[src/hw/two_wire_pkg.sv]
package two_wire_pkg;
  // register byte addresses on the avalon slave
  localparam logic [4:0] ADDR_DIVIDER = 5'h00;
  localparam logic [4:0] ADDR_STATUS = 5'h04;
  localparam logic [4:0] ADDR_DATA = 5'h08;
  localparam logic [4:0] ADDR_OWN = 5'h0c;
  localparam logic [4:0] ADDR_CTRL = 5'h10;
  // control register bit positions
  localparam int CTRL_FLAG = 7;
  localparam int CTRL_ACK = 6;
  localparam int CTRL_START = 5;
  localparam int CTRL_STOP = 4;
  localparam int CTRL_EN = 2;
  localparam int CTRL_IE = 0;
  // reset values
  localparam logic [7:0] DIVIDER_RST = 8'h00;
  localparam logic [7:0] OWN_RST = 8'h00;
  localparam logic [1:0] PRESC_RST = 2'h0;
  // prescaler selections
  localparam logic [15:0] PRESC_VAL0 = 16'h0001;
  localparam logic [15:0] PRESC_VAL1 = 16'h0004;
  localparam logic [15:0] PRESC_VAL2 = 16'h0010;
  localparam logic [15:0] PRESC_VAL3 = 16'h0040;
  // timing
  localparam int CLK_NS = 40;
  localparam int SPIKE_NS = 50;
  localparam int SPIKE_CYC = (SPIKE_NS + CLK_NS - 1) / CLK_NS;
  localparam int SCL_BASE_DIV = 16;
  localparam logic [15:0] HALF_BASE = 16'(SCL_BASE_DIV / 2);
  // bit counter landmarks
  localparam logic [3:0] BYTE_LAST = 4'h7;
  localparam logic [3:0] ACK_SLOT = 4'h8;
  // status codes, placed in status bits 7:3
  typedef enum logic [4:0] {
    ST_BUS_ERR = 5'h00, ST_START = 5'h01, ST_RSTART = 5'h02,
    ST_MT_SLA_ACK = 5'h03, ST_MT_SLA_NACK = 5'h04, ST_MT_DATA_ACK = 5'h05,
    ST_MT_DATA_NACK = 5'h06, ST_ARB_LOST = 5'h07, ST_MR_SLA_ACK = 5'h08,
    ST_MR_SLA_NACK = 5'h09, ST_MR_DATA_ACK = 5'h0a, ST_MR_DATA_NACK = 5'h0b,
    ST_SR_SLA_ACK = 5'h0c, ST_SR_GC_ACK = 5'h0d, ST_ARB_LOST_SLA = 5'h0e,
    ST_SR_DATA_ACK = 5'h0f, ST_SR_DATA_NACK = 5'h10, ST_ST_SLA_ACK = 5'h11,
    ST_ST_DATA_ACK = 5'h12, ST_ST_DATA_NACK = 5'h13, ST_STOP_RX = 5'h14,
    ST_NO_INFO = 5'h1f
  } status_t;
  // software control bits
  typedef struct packed {
    logic ack_en;
    logic start_req;
    logic stop_req;
    logic enable;
    logic irq_en;
  } ctrl_t;
  // filtered bus lines
  typedef struct packed {
    logic scl;
    logic sda;
  } lines_t;
endpackage

[src/hw/two_wire_bus_controller.sv]
// Summary of operation
// - master compares driven and sampled SDA bits
// - only a released high bit loses
// - on loss release SDA, act as slave
// - SCL phases timed from actual line edges
// - arbitration runs through address and data
// - inputs ignore pulses under 50 ns
// - SCL period is 16 plus 2*divider*prescale
// - slave side ignores divider and prescaler
// - one shift register for address and data
// - hidden ack bit set through control
// - received ack reported in status code
// - start and stop generated and detected
// - arbitration loss raises flag and code
// - own address and general call matched
// - address ack follows ack enable bit
// - foreign wake in powerdown aborts to idle
// - flag first, status code one cycle later
// - status reads no-info while flag clear
// - SCL held low while flag set
// - flag set on each listed bus event
// - irq needs flag, enable and global enable
// - write one clears flag, then operation starts
// - no flag after master stop
// - seven address bits msb first, zero is general call
//
// Local design decisions: the placing of the registers and the Avalon-MM register port.
`timescale 1ns/1ps
module two_wire_bus_controller import two_wire_pkg::*; (
  // clock and reset
  input wire logic clk_sys,
  input wire logic rstn,
  // avalon-mm slave
  input wire logic [4:0] address,
  input wire logic read,
  input wire logic write,
  input wire logic [31:0] writedata,
  input wire logic [3:0] byteenable,
  output logic [31:0] readdata,
  output logic waitrequest,
  // open-drain bus pins
  input wire logic scl_in,
  output logic scl_out,
  output logic scl_oe,
  input wire logic sda_in,
  output logic sda_out,
  output logic sda_oe,
  // processor side
  input wire logic cpu_global_flags,
  input wire logic powerdown,
  input wire logic external_irq_zero,
  output logic irq,
  output logic wake_req
);
  typedef enum logic [8:0] {
    M_IDLE = 9'h001, M_START = 9'h002, M_HOLD = 9'h004, M_LOW = 9'h008, M_HIGH = 9'h010,
    M_RSTA_LO = 9'h020, M_RSTA_HI = 9'h040, M_STOP_LO = 9'h080, M_STOP_HI = 9'h100
  } mstate_t;

  logic [7:0] bit_rate_divider, byte_shift_register, own_slave_address;
  logic [1:0] presc_sel;
  ctrl_t ctrl;
  logic flag, ack_q, ev, start_sent, stop_sent, rep_start;
  status_t ev_code, pending_code, status_code;
  lines_t line_f, line_q;
  logic scl_rise, scl_fall, start_det, stop_det;
  logic busy, frame_go, addr_phase, rw, addressed, gc_hit, arb_lost, ack_seen;
  logic [3:0] bit_cnt;
  logic [7:0] shift_in;
  logic tx_role, data_low, arb_hit, bus_err, abort, hit_now;
  mstate_t state;
  logic [15:0] cnt, half_cycles;
  logic scl_low, sda_low, master_active;
  logic [2:0] byte_idx;

  function automatic logic addr_hits(input logic [7:0] b, input logic [7:0] own);
    addr_hits = (b[7:1] == own[7:1]) || (own[0] && b[7:1] == 7'h00);
  endfunction

  function automatic logic [15:0] presc_value(input logic [1:0] sel);
    unique case (sel)
      2'h0: presc_value = PRESC_VAL0;
      2'h1: presc_value = PRESC_VAL1;
      2'h2: presc_value = PRESC_VAL2;
      2'h3: presc_value = PRESC_VAL3;
    endcase
  endfunction

  // avalon handshake: one wait cycle on every access
  assign waitrequest = (read | write) & ~ack_q;
  always_ff @(posedge clk_sys or negedge rstn) begin
    if (!rstn) begin
      ack_q <= 1'b0;
    end else begin
      ack_q <= (read | write) & ~ack_q;
    end
  end

  // read data captured in the wait cycle, stable at acceptance
  always_ff @(posedge clk_sys or negedge rstn) begin
    if (!rstn) begin
      readdata <= 32'h0000_0000;
    end else if (read && !ack_q) begin
      unique case (address)
        ADDR_DIVIDER: readdata <= {24'h000000, bit_rate_divider};
        ADDR_STATUS: readdata <= {24'h000000, status_code, 1'b0, presc_sel};
        ADDR_DATA: readdata <= {24'h000000, byte_shift_register};
        ADDR_OWN: readdata <= {24'h000000, own_slave_address};
        ADDR_CTRL: readdata <= {24'h000000, flag, ctrl.ack_en, ctrl.start_req, ctrl.stop_req,
                                1'b0, ctrl.enable, 1'b0, ctrl.irq_en};
        default: readdata <= 32'h0000_0000;
      endcase
    end
  end

  // software registers; commands self-clear once carried out
  logic wr_go;
  assign wr_go = write & ack_q & byteenable[0];
  always_ff @(posedge clk_sys or negedge rstn) begin
    if (!rstn) begin
      bit_rate_divider <= DIVIDER_RST;
      presc_sel <= PRESC_RST;
      own_slave_address <= OWN_RST;
      ctrl <= '0;
    end else begin
      if (start_sent) ctrl.start_req <= 1'b0;
      if (stop_sent) ctrl.stop_req <= 1'b0;
      if (wr_go) begin
        unique case (address)
          ADDR_DIVIDER: bit_rate_divider <= writedata[7:0];
          ADDR_STATUS: presc_sel <= writedata[1:0];
          ADDR_OWN: own_slave_address <= writedata[7:0];
          ADDR_CTRL: begin
            ctrl.ack_en <= writedata[CTRL_ACK];
            ctrl.start_req <= writedata[CTRL_START];
            ctrl.stop_req <= writedata[CTRL_STOP];
            ctrl.enable <= writedata[CTRL_EN];
            ctrl.irq_en <= writedata[CTRL_IE];
          end
          default: ;
        endcase
      end
    end
  end

  // event flag: a bus event wins over a clearing write
  always_ff @(posedge clk_sys or negedge rstn) begin
    if (!rstn) begin
      flag <= 1'b0;
    end else if (ev) begin
      flag <= 1'b1;
    end else if (wr_go && address == ADDR_CTRL && writedata[CTRL_FLAG]) begin
      flag <= 1'b0;
    end
  end

  // status follows the flag one cycle late, else no-info
  always_ff @(posedge clk_sys or negedge rstn) begin
    if (!rstn) begin
      pending_code <= ST_NO_INFO;
      status_code <= ST_NO_INFO;
      wake_req <= 1'b0;
    end else begin
      if (ev) pending_code <= ev_code;
      status_code <= flag ? pending_code : ST_NO_INFO;
      wake_req <= powerdown & flag;
    end
  end
  assign irq = flag & ctrl.irq_en & cpu_global_flags;

  // three-stage sync plus spike filter on both lines
  for (genvar i = 0; i < 2; i++) begin : g_filt
    logic raw, f;
    logic [2:0] stage;
    logic [1:0] agree_cnt;
    assign raw = (i == 0) ? scl_in : sda_in;
    always_ff @(posedge clk_sys or negedge rstn) begin
      if (!rstn) begin
        stage <= 3'h7;
        agree_cnt <= 2'h0;
        f <= 1'b1;
      end else begin
        stage <= {stage[1:0], raw};
        if (stage[1] == stage[2] && stage[2] != f) begin
          if (agree_cnt == 2'(SPIKE_CYC - 1)) begin
            f <= stage[2];
            agree_cnt <= 2'h0;
          end else begin
            agree_cnt <= agree_cnt + 2'h1;
          end
        end else begin
          agree_cnt <= 2'h0;
        end
      end
    end
  end
  assign line_f = '{scl: g_filt[0].f, sda: g_filt[1].f};

  // line edges and start/stop detection
  always_ff @(posedge clk_sys or negedge rstn) begin
    if (!rstn) line_q <= '{scl: 1'b1, sda: 1'b1};
    else line_q <= line_f;
  end
  assign scl_rise = line_f.scl & ~line_q.scl;
  assign scl_fall = ~line_f.scl & line_q.scl;
  assign start_det = line_f.scl & line_q.scl & line_q.sda & ~line_f.sda;
  assign stop_det = line_f.scl & line_q.scl & ~line_q.sda & line_f.sda;

  // who drives SDA in the current bit slot
  assign byte_idx = 3'(BYTE_LAST - bit_cnt);
  assign tx_role = master_active ? (addr_phase | ~rw) : (addressed & rw & ~addr_phase);
  always_comb begin
    if (!busy || !frame_go) data_low = 1'b0;
    else if (bit_cnt <= BYTE_LAST) data_low = tx_role & ~byte_shift_register[byte_idx];
    else data_low = ~tx_role & ctrl.ack_en & (master_active ? ~addr_phase : addressed);
  end
  assign arb_hit = scl_rise & master_active & tx_role & frame_go & (bit_cnt <= BYTE_LAST)
                   & ~sda_low & ~line_f.sda;
  assign bus_err = (start_det | stop_det) & busy & (bit_cnt != 4'h0) & (master_active | addressed);
  assign abort = powerdown & external_irq_zero & (addressed | (busy & addr_phase));
  assign hit_now = addr_hits(shift_in, own_slave_address) & ctrl.enable & ~master_active;

  // event selection and status code
  always_comb begin
    ev = 1'b0;
    ev_code = ST_BUS_ERR;
    if (state == M_START && cnt >= half_cycles) begin
      ev = 1'b1;
      ev_code = rep_start ? ST_RSTART : ST_START;
    end else if (bus_err) begin
      ev = 1'b1;
    end else if ((start_det | stop_det) && addressed && !master_active) begin
      ev = 1'b1;
      ev_code = ST_STOP_RX;
    end else if (scl_fall && busy && frame_go && bit_cnt == ACK_SLOT) begin
      ev = master_active | addressed | arb_lost;
      if (master_active && addr_phase)
        ev_code = rw ? (ack_seen ? ST_MR_SLA_ACK : ST_MR_SLA_NACK)
                     : (ack_seen ? ST_MT_SLA_ACK : ST_MT_SLA_NACK);
      else if (master_active)
        ev_code = rw ? (ack_seen ? ST_MR_DATA_ACK : ST_MR_DATA_NACK)
                     : (ack_seen ? ST_MT_DATA_ACK : ST_MT_DATA_NACK);
      else if (addressed && addr_phase)
        ev_code = arb_lost ? ST_ARB_LOST_SLA : (rw ? ST_ST_SLA_ACK : (gc_hit ? ST_SR_GC_ACK : ST_SR_SLA_ACK));
      else if (addressed)
        ev_code = rw ? (ack_seen ? ST_ST_DATA_ACK : ST_ST_DATA_NACK)
                     : (ack_seen ? ST_SR_DATA_ACK : ST_SR_DATA_NACK);
      else
        ev_code = ST_ARB_LOST;
    end
  end

  // bus monitor: bit counting, sampling, address match
  always_ff @(posedge clk_sys or negedge rstn) begin
    if (!rstn) begin
      busy <= 1'b0;
      frame_go <= 1'b0;
      addr_phase <= 1'b0;
      rw <= 1'b0;
      addressed <= 1'b0;
      gc_hit <= 1'b0;
      arb_lost <= 1'b0;
      ack_seen <= 1'b0;
      bit_cnt <= 4'h0;
      shift_in <= 8'h00;
      byte_shift_register <= 8'h00;
    end else begin
      if (wr_go && address == ADDR_DATA) byte_shift_register <= writedata[7:0];
      if (arb_hit) arb_lost <= 1'b1;
      if (abort || bus_err) begin
        busy <= 1'b0;
        addressed <= 1'b0;
        arb_lost <= 1'b0;
      end else if (start_det || stop_det) begin
        busy <= start_det;
        addr_phase <= start_det;
        frame_go <= 1'b0;
        bit_cnt <= 4'h0;
        addressed <= 1'b0;
        arb_lost <= 1'b0;
      end else if (busy) begin
        if (scl_rise) begin
          shift_in <= {shift_in[6:0], line_f.sda};
          if (bit_cnt == ACK_SLOT) ack_seen <= ~line_f.sda;
        end
        if (scl_fall && !frame_go) begin
          frame_go <= 1'b1;
        end else if (scl_fall && bit_cnt == BYTE_LAST) begin
          bit_cnt <= ACK_SLOT;
          byte_shift_register <= shift_in;
          if (addr_phase) begin
            rw <= shift_in[0];
            gc_hit <= shift_in[7:1] == 7'h00;
            addressed <= hit_now & ctrl.ack_en;
          end
        end else if (scl_fall && bit_cnt == ACK_SLOT) begin
          bit_cnt <= 4'h0;
          addr_phase <= 1'b0;
          arb_lost <= 1'b0;
          if (addressed && rw && !addr_phase && !ack_seen) addressed <= 1'b0;
        end else if (scl_fall) begin
          bit_cnt <= bit_cnt + 4'h1;
        end
      end
    end
  end

  // master clock generator and start/stop sequencer
  assign half_cycles = HALF_BASE + 16'(bit_rate_divider * presc_value(presc_sel));
  assign start_sent = (state == M_START) && (cnt >= half_cycles);
  assign stop_sent = (state == M_STOP_HI) && line_f.scl && (cnt >= half_cycles);
  always_ff @(posedge clk_sys or negedge rstn) begin
    if (!rstn) begin
      state <= M_IDLE;
      cnt <= 16'h0000;
      scl_low <= 1'b0;
      sda_low <= 1'b0;
      master_active <= 1'b0;
      rep_start <= 1'b0;
    end else begin
      unique case (state)
        M_IDLE: begin
          scl_low <= 1'b0;
          sda_low <= line_f.scl ? sda_low : data_low;
          cnt <= 16'h0000;
          if (ctrl.enable && ctrl.start_req && !flag && !busy && line_f.scl && line_f.sda) begin
            sda_low <= 1'b1;
            rep_start <= 1'b0;
            state <= M_START;
          end
        end
        M_START: begin
          cnt <= cnt + 16'h0001;
          if (start_sent) begin
            scl_low <= 1'b1;
            master_active <= 1'b1;
            state <= M_HOLD;
          end
        end
        M_HOLD: begin
          scl_low <= 1'b1;
          sda_low <= line_f.scl ? sda_low : data_low;
          cnt <= 16'h0000;
          if (!master_active) state <= M_IDLE;
          else if (!flag && ctrl.stop_req) state <= M_STOP_LO;
          else if (!flag && ctrl.start_req) state <= M_RSTA_LO;
          else if (!flag) state <= M_LOW;
        end
        M_LOW: begin
          sda_low <= line_f.scl ? sda_low : data_low;
          if (arb_hit || !master_active) begin
            scl_low <= 1'b0;
            sda_low <= 1'b0;
            master_active <= 1'b0;
            state <= M_IDLE;
          end else if (flag) begin
            state <= M_HOLD;
          end else if (!line_f.scl) begin
            cnt <= cnt + 16'h0001;
            if (cnt >= half_cycles) begin
              scl_low <= 1'b0;
              cnt <= 16'h0000;
              state <= M_HIGH;
            end
          end
        end
        M_HIGH: begin
          if (arb_hit || !master_active) begin
            scl_low <= 1'b0;
            sda_low <= 1'b0;
            master_active <= 1'b0;
            state <= M_IDLE;
          end else if (scl_fall || (line_f.scl && cnt >= half_cycles)) begin
            scl_low <= 1'b1;
            cnt <= 16'h0000;
            state <= M_LOW;
          end else if (line_f.scl) begin
            cnt <= cnt + 16'h0001;
          end
        end
        M_RSTA_LO, M_STOP_LO: begin
          sda_low <= (state == M_STOP_LO);
          if (!line_f.scl) cnt <= cnt + 16'h0001;
          if (!line_f.scl && cnt >= half_cycles) begin
            scl_low <= 1'b0;
            cnt <= 16'h0000;
            state <= (state == M_STOP_LO) ? M_STOP_HI : M_RSTA_HI;
          end
        end
        M_RSTA_HI: begin
          if (line_f.scl) cnt <= cnt + 16'h0001;
          if (line_f.scl && cnt >= half_cycles) begin
            sda_low <= 1'b1;
            rep_start <= 1'b1;
            cnt <= 16'h0000;
            state <= M_START;
          end
        end
        M_STOP_HI: begin
          if (line_f.scl) cnt <= cnt + 16'h0001;
          if (stop_sent) begin
            sda_low <= 1'b0;
            master_active <= 1'b0;
            state <= M_IDLE;
          end
        end
      endcase
    end
  end

  // open-drain drivers: the flag alone also stretches SCL
  assign scl_out = 1'b0;
  assign sda_out = 1'b0;
  assign scl_oe = scl_low | flag;
  assign sda_oe = sda_low;

  status_lag_a: assert property (@(posedge clk_sys) disable iff (!rstn)
    $rose(flag) |=> status_code == pending_code) else $error("status not updated after flag");
  no_info_a: assert property (@(posedge clk_sys) disable iff (!rstn)
    $past(!flag) |-> status_code == ST_NO_INFO) else $error("status valid without flag");
  scl_hold_a: assert property (@(posedge clk_sys) disable iff (!rstn)
    $rose(flag) |-> ##[1:8] !line_f.scl) else $error("scl not held low under flag");
  arb_drive_a: assert property (@(posedge clk_sys) disable iff (!rstn)
    arb_hit |-> byte_shift_register[byte_idx] && !sda_oe) else $error("arbitration lost while driving low");
  arb_release_a: assert property (@(posedge clk_sys) disable iff (!rstn)
    arb_hit |=> !master_active && !sda_oe) else $error("sda not released after loss");
  no_start_a: assert property (@(posedge clk_sys) disable iff (!rstn)
    flag && (state == M_IDLE || state == M_HOLD) |=> state == $past(state)) else $error("operation while flag set");
  stop_quiet_a: assert property (@(posedge clk_sys) disable iff (!rstn)
    stop_sent |=> !flag [*8]) else $error("flag set after stop");
  spike_filter_a: assert property (@(posedge clk_sys) disable iff (!rstn)
    $changed(line_f.scl) |-> $past(g_filt[0].stage[2], 1) == line_f.scl
    && $past(g_filt[0].stage[2], 2) == line_f.scl) else $error("scl spike passed filter");
  start_cov_c: cover property (@(posedge clk_sys) disable iff (!rstn) start_sent);
  arb_cov_c: cover property (@(posedge clk_sys) disable iff (!rstn) arb_hit);
  addr_cov_c: cover property (@(posedge clk_sys) disable iff (!rstn) $rose(addressed));
  stop_cov_c: cover property (@(posedge clk_sys) disable iff (!rstn) stop_sent);
endmodule // two_wire_bus_controller

[config.mk]
export PLATFORM = sky130hd
export DESIGN_NAME = two_wire_bus_controller
export DESIGN_NICKNAME = d
export VERILOG_FILES = /design/src/hw/two_wire_pkg.sv /design/src/hw/two_wire_bus_controller.sv
export SDC_FILE = /design/constraint.sdc
export NUM_CORES = 1
export LEC_CHECK = 0
export BUFFER_PORTS_ARGS = -buffer_cell sky130_fd_sc_hd__clkbuf_2
export CORE_MARGIN = 8
export CORE_UTILIZATION = 40
export DETAILED_ROUTE_END_ITERATION = 16
export GPL_TIMING_DRIVEN = 1
export HOLD_SLACK_MARGIN = 0.03
export SLEW_MARGIN = 5
export SYNTH_ARGS = -nofsm -noshare
export SYNTH_HDL_FRONTEND = slang
export SYNTH_SLANG_ARGS = --single-unit
[constraint.sdc]
create_clock -name clk_sys -period 11.9 [get_ports clk_sys]
set_input_delay 2.38 -clock clk_sys [delete_from_list [all_inputs] [get_ports clk_sys]]
set_output_delay 2.38 -clock clk_sys [all_outputs]
set_load 0.05 [all_outputs]
==> out/results.txt <==
cts hold-fix bufs: 0
WP data required: 12.17 ns
CTS clk-pin slew, worst paths: 0.06 ns
Storage cell area: 0.00290 sq mm
Clock Latency Late Sink: 0.42 ns
Yosys warnings: 0
Final Max Tran Viols: 0
Hold Vio Cnt, Final: 0
top_reg_cell synth: dfrtp_1
Synth cell types: 79
initial core utilization: 40.9%
CTS Buf Count: 17
Avg Inst Size Synth: 9.32 sq um
Post-CTS Setup Bufs: 0
Commonest cells post-synth: 94 x dfrtp_1, 79 x nand2_1, 66 x o21ai_0
share of post-route cells with drive strength above 1: 16.2%
Placed Area: 0.00829 sq mm
Die Width: 157 microns
Slew @ Worst Pin: 0.951 ns
post-route ant nets: 0
# fillers: 1945
Final TNS setup: 0 ns
Final min period: 6.81 ns
die area: 0.0247 sq mm
Post-Synthesis Cells: 856
total power: 1360 uW
IO Pins: 89
CP Class: reg2reg
count leader, synth: dfrtp_1
residual overflow from global routing: 0
CTS tree: built
Post-synth ARST share: 100%
RSZ-0062 raised after global routing: no
largest net degree at the start of global routing: 74
antenna violations before repair: 0
Fmax: 147 MHz
type of the most critical hold path: reg2reg
die height: 157 microns
Synth Register Bits: 115
relative slew slack: 36.1%
Fin Clk Skew: 0.0140 ns
P_leak: 0.00412 uW
dpl hpwl: 14300 microns
core footprint: 0.0195 sq mm
clock sink count: 115
row count: 51
final net count: 1001
TritonRoute pass-1 iters: 5
crit path capture type: flip-flop
DRC marker count from the first detailed-route iteration: 398
status: finished clean
CTS max path bufs: 2
GP Congestion: 0.864
Placement Setup Slack: 5.08 ns
slowest CP cell: dfrtp_1
setup ws final: 5.09 ns
Max rail drop VDD: 0.109 mV
Tcrit/Tclk final: 57.2%
n_diodes: 0
GRT Total Usage: 16.2%
wire per inst: 16.4 microns
final instance area: 0.00884 sq mm
Setup Viol. Count Final: 0
CP arrival: 7.08 ns
vias per inst: 5.51
first-pass GRT wire length: 31900 microns
vias in the first global route: 6217
Multi-input gate area: 0.00471 sq mm
Power Dens Cells: 154 mW/mm^2
EDFF count, synth: 0
max-cap violation count: 0
DRC viols: 0
crit-path max cell delay: 0.53 ns
synthesized area: 0.00798 sq mm
Hold Slack: 0.356 ns
Yosys top cell by area: dfrtp_1
area share of the largest cell type after synthesis: 29.5%
post-synthesis sequential area ratio: 36.4%
Routed WL: 19000 microns
CTS Root Cell: clkbuf_16
synthesis-to-layout area growth: 10.7%
Vias: 6398
Area contributors post-synth: dfrtp_1 29%, ha_1 9.3%, dfstp_2 6.9%, o21ai_0 4.1%, mux2_2 4.1%
Resize count post-CTS: 0
H-tree levels: 4
Critical Path Start Type: flip-flop
Worst Path Max Fanout: 13
Port-buffer cells: 35
where the power goes:
group | switching [uW] | internal [uW]
combinational | 248 | 142
clock | 201 | 270
sequential | 63.4 | 437
layout make-up:
class / instances / area share (%)
multi-input cells: 671 / 53.3
clock inverters: 15 / 1.36
flip-flops and latches: 115 / 32.9
clock buffers: 17 / 4.81
repair buffers: 37 / 2.18
well taps: 265 / 3.75
inverters: 41 / 1.74
per-stage QoR:
| stage | util [%] | std cells |
|---|---|---|
| 2_1_floorplan | - | 881 |
| 3_3_place_gp | 42.5 | 1129 |
| 3_5_place_dp | 42.5 | 1129 |
| 4_1_cts | 45.3 | 1161 |
| 5_1_grt | 45.3 | 1161 |
| 6_report | 45.3 | 1161 |
worst max-delay path: cells and delay by family (launching register included):
kind | cells | cell delay, ns
compound gates | 12 | 2.48
xor+xnor | 1 | 0.13
fa+ha+maj | 6 | 2.15
buf+inv | 2 | 0.10
flops | 1 | 0.53
simple gates | 4 | 1.27
placed cells by master (no fill, tap or decap), types with 29 or more instances in the layout:
master    count
a21oi_1      46
clkbuf_2     34
dfrtp_1      94
ha_1         59
inv_1        40
mux2_2       29
nand2_1      79
nand3_1      31
nor2_1       56
o21ai_0      66
metal layers:
metal | global-route usage, % | wire [microns] | vias to the layer above
met5 | 0 | 0 | -
met4 | 4.99 | 293 | 0
met3 | 4.00 | 844 | 27
met2 | 25.3 | 8950 | 145
met1 | 21.7 | 8900 | 3106
li1 | - | - | 3120
registers in the layout, indices dropped and copies added, names as in the netlist, 2 cells and up:
register             flops
bit_cnt                  4
bit_rate_divider         8
byte_shift_register      8
cnt                     16
ctrl                     5
g_filt.agree_cnt         4
g_filt.f                 2
g_filt.stage             6
line_q                   2
own_slave_address        8
pending_code             5
presc_sel                2
readdata                 8
shift_in                 8
state                    9
status_code              5
logic make-up after synthesis:
group | synth area share, %
buffers and inverters | 5.79
other | 0.0470
and+or+nand+nor | 19.8
DFF | 36.4
adders and majority gates | 11.5
xor gates and xnor gates | 2.09
muxes | 8.26
AOI/OAI and AO/OA | 16.1
final timing paths:
kind	slack (ns)	depth (start not counted)	from	endpoint
max	5.09	25	presc_sel[1]$_DFFE_PN0P_	cnt[5]$_DFFE_PN0P_
min	0.36	0	g_filt[0].stage[0]$_DFF_PN1_	g_filt[0].stage[1]$_DFF_PN1_
max reg2reg	5.09	25	presc_sel[1]$_DFFE_PN0P_	cnt[5]$_DFFE_PN0P_
min reg2reg	0.36	0	g_filt[0].stage[0]$_DFF_PN1_	g_filt[0].stage[1]$_DFF_PN1_
max in group asynchronous	8.57	2	rstn	wake_req$_DFF_PN0_
min in group asynchronous	1.96	1	rstn	cnt[9]$_DFFE_PN0P_
No activity file was read; power rests on OpenSTA's default activity.
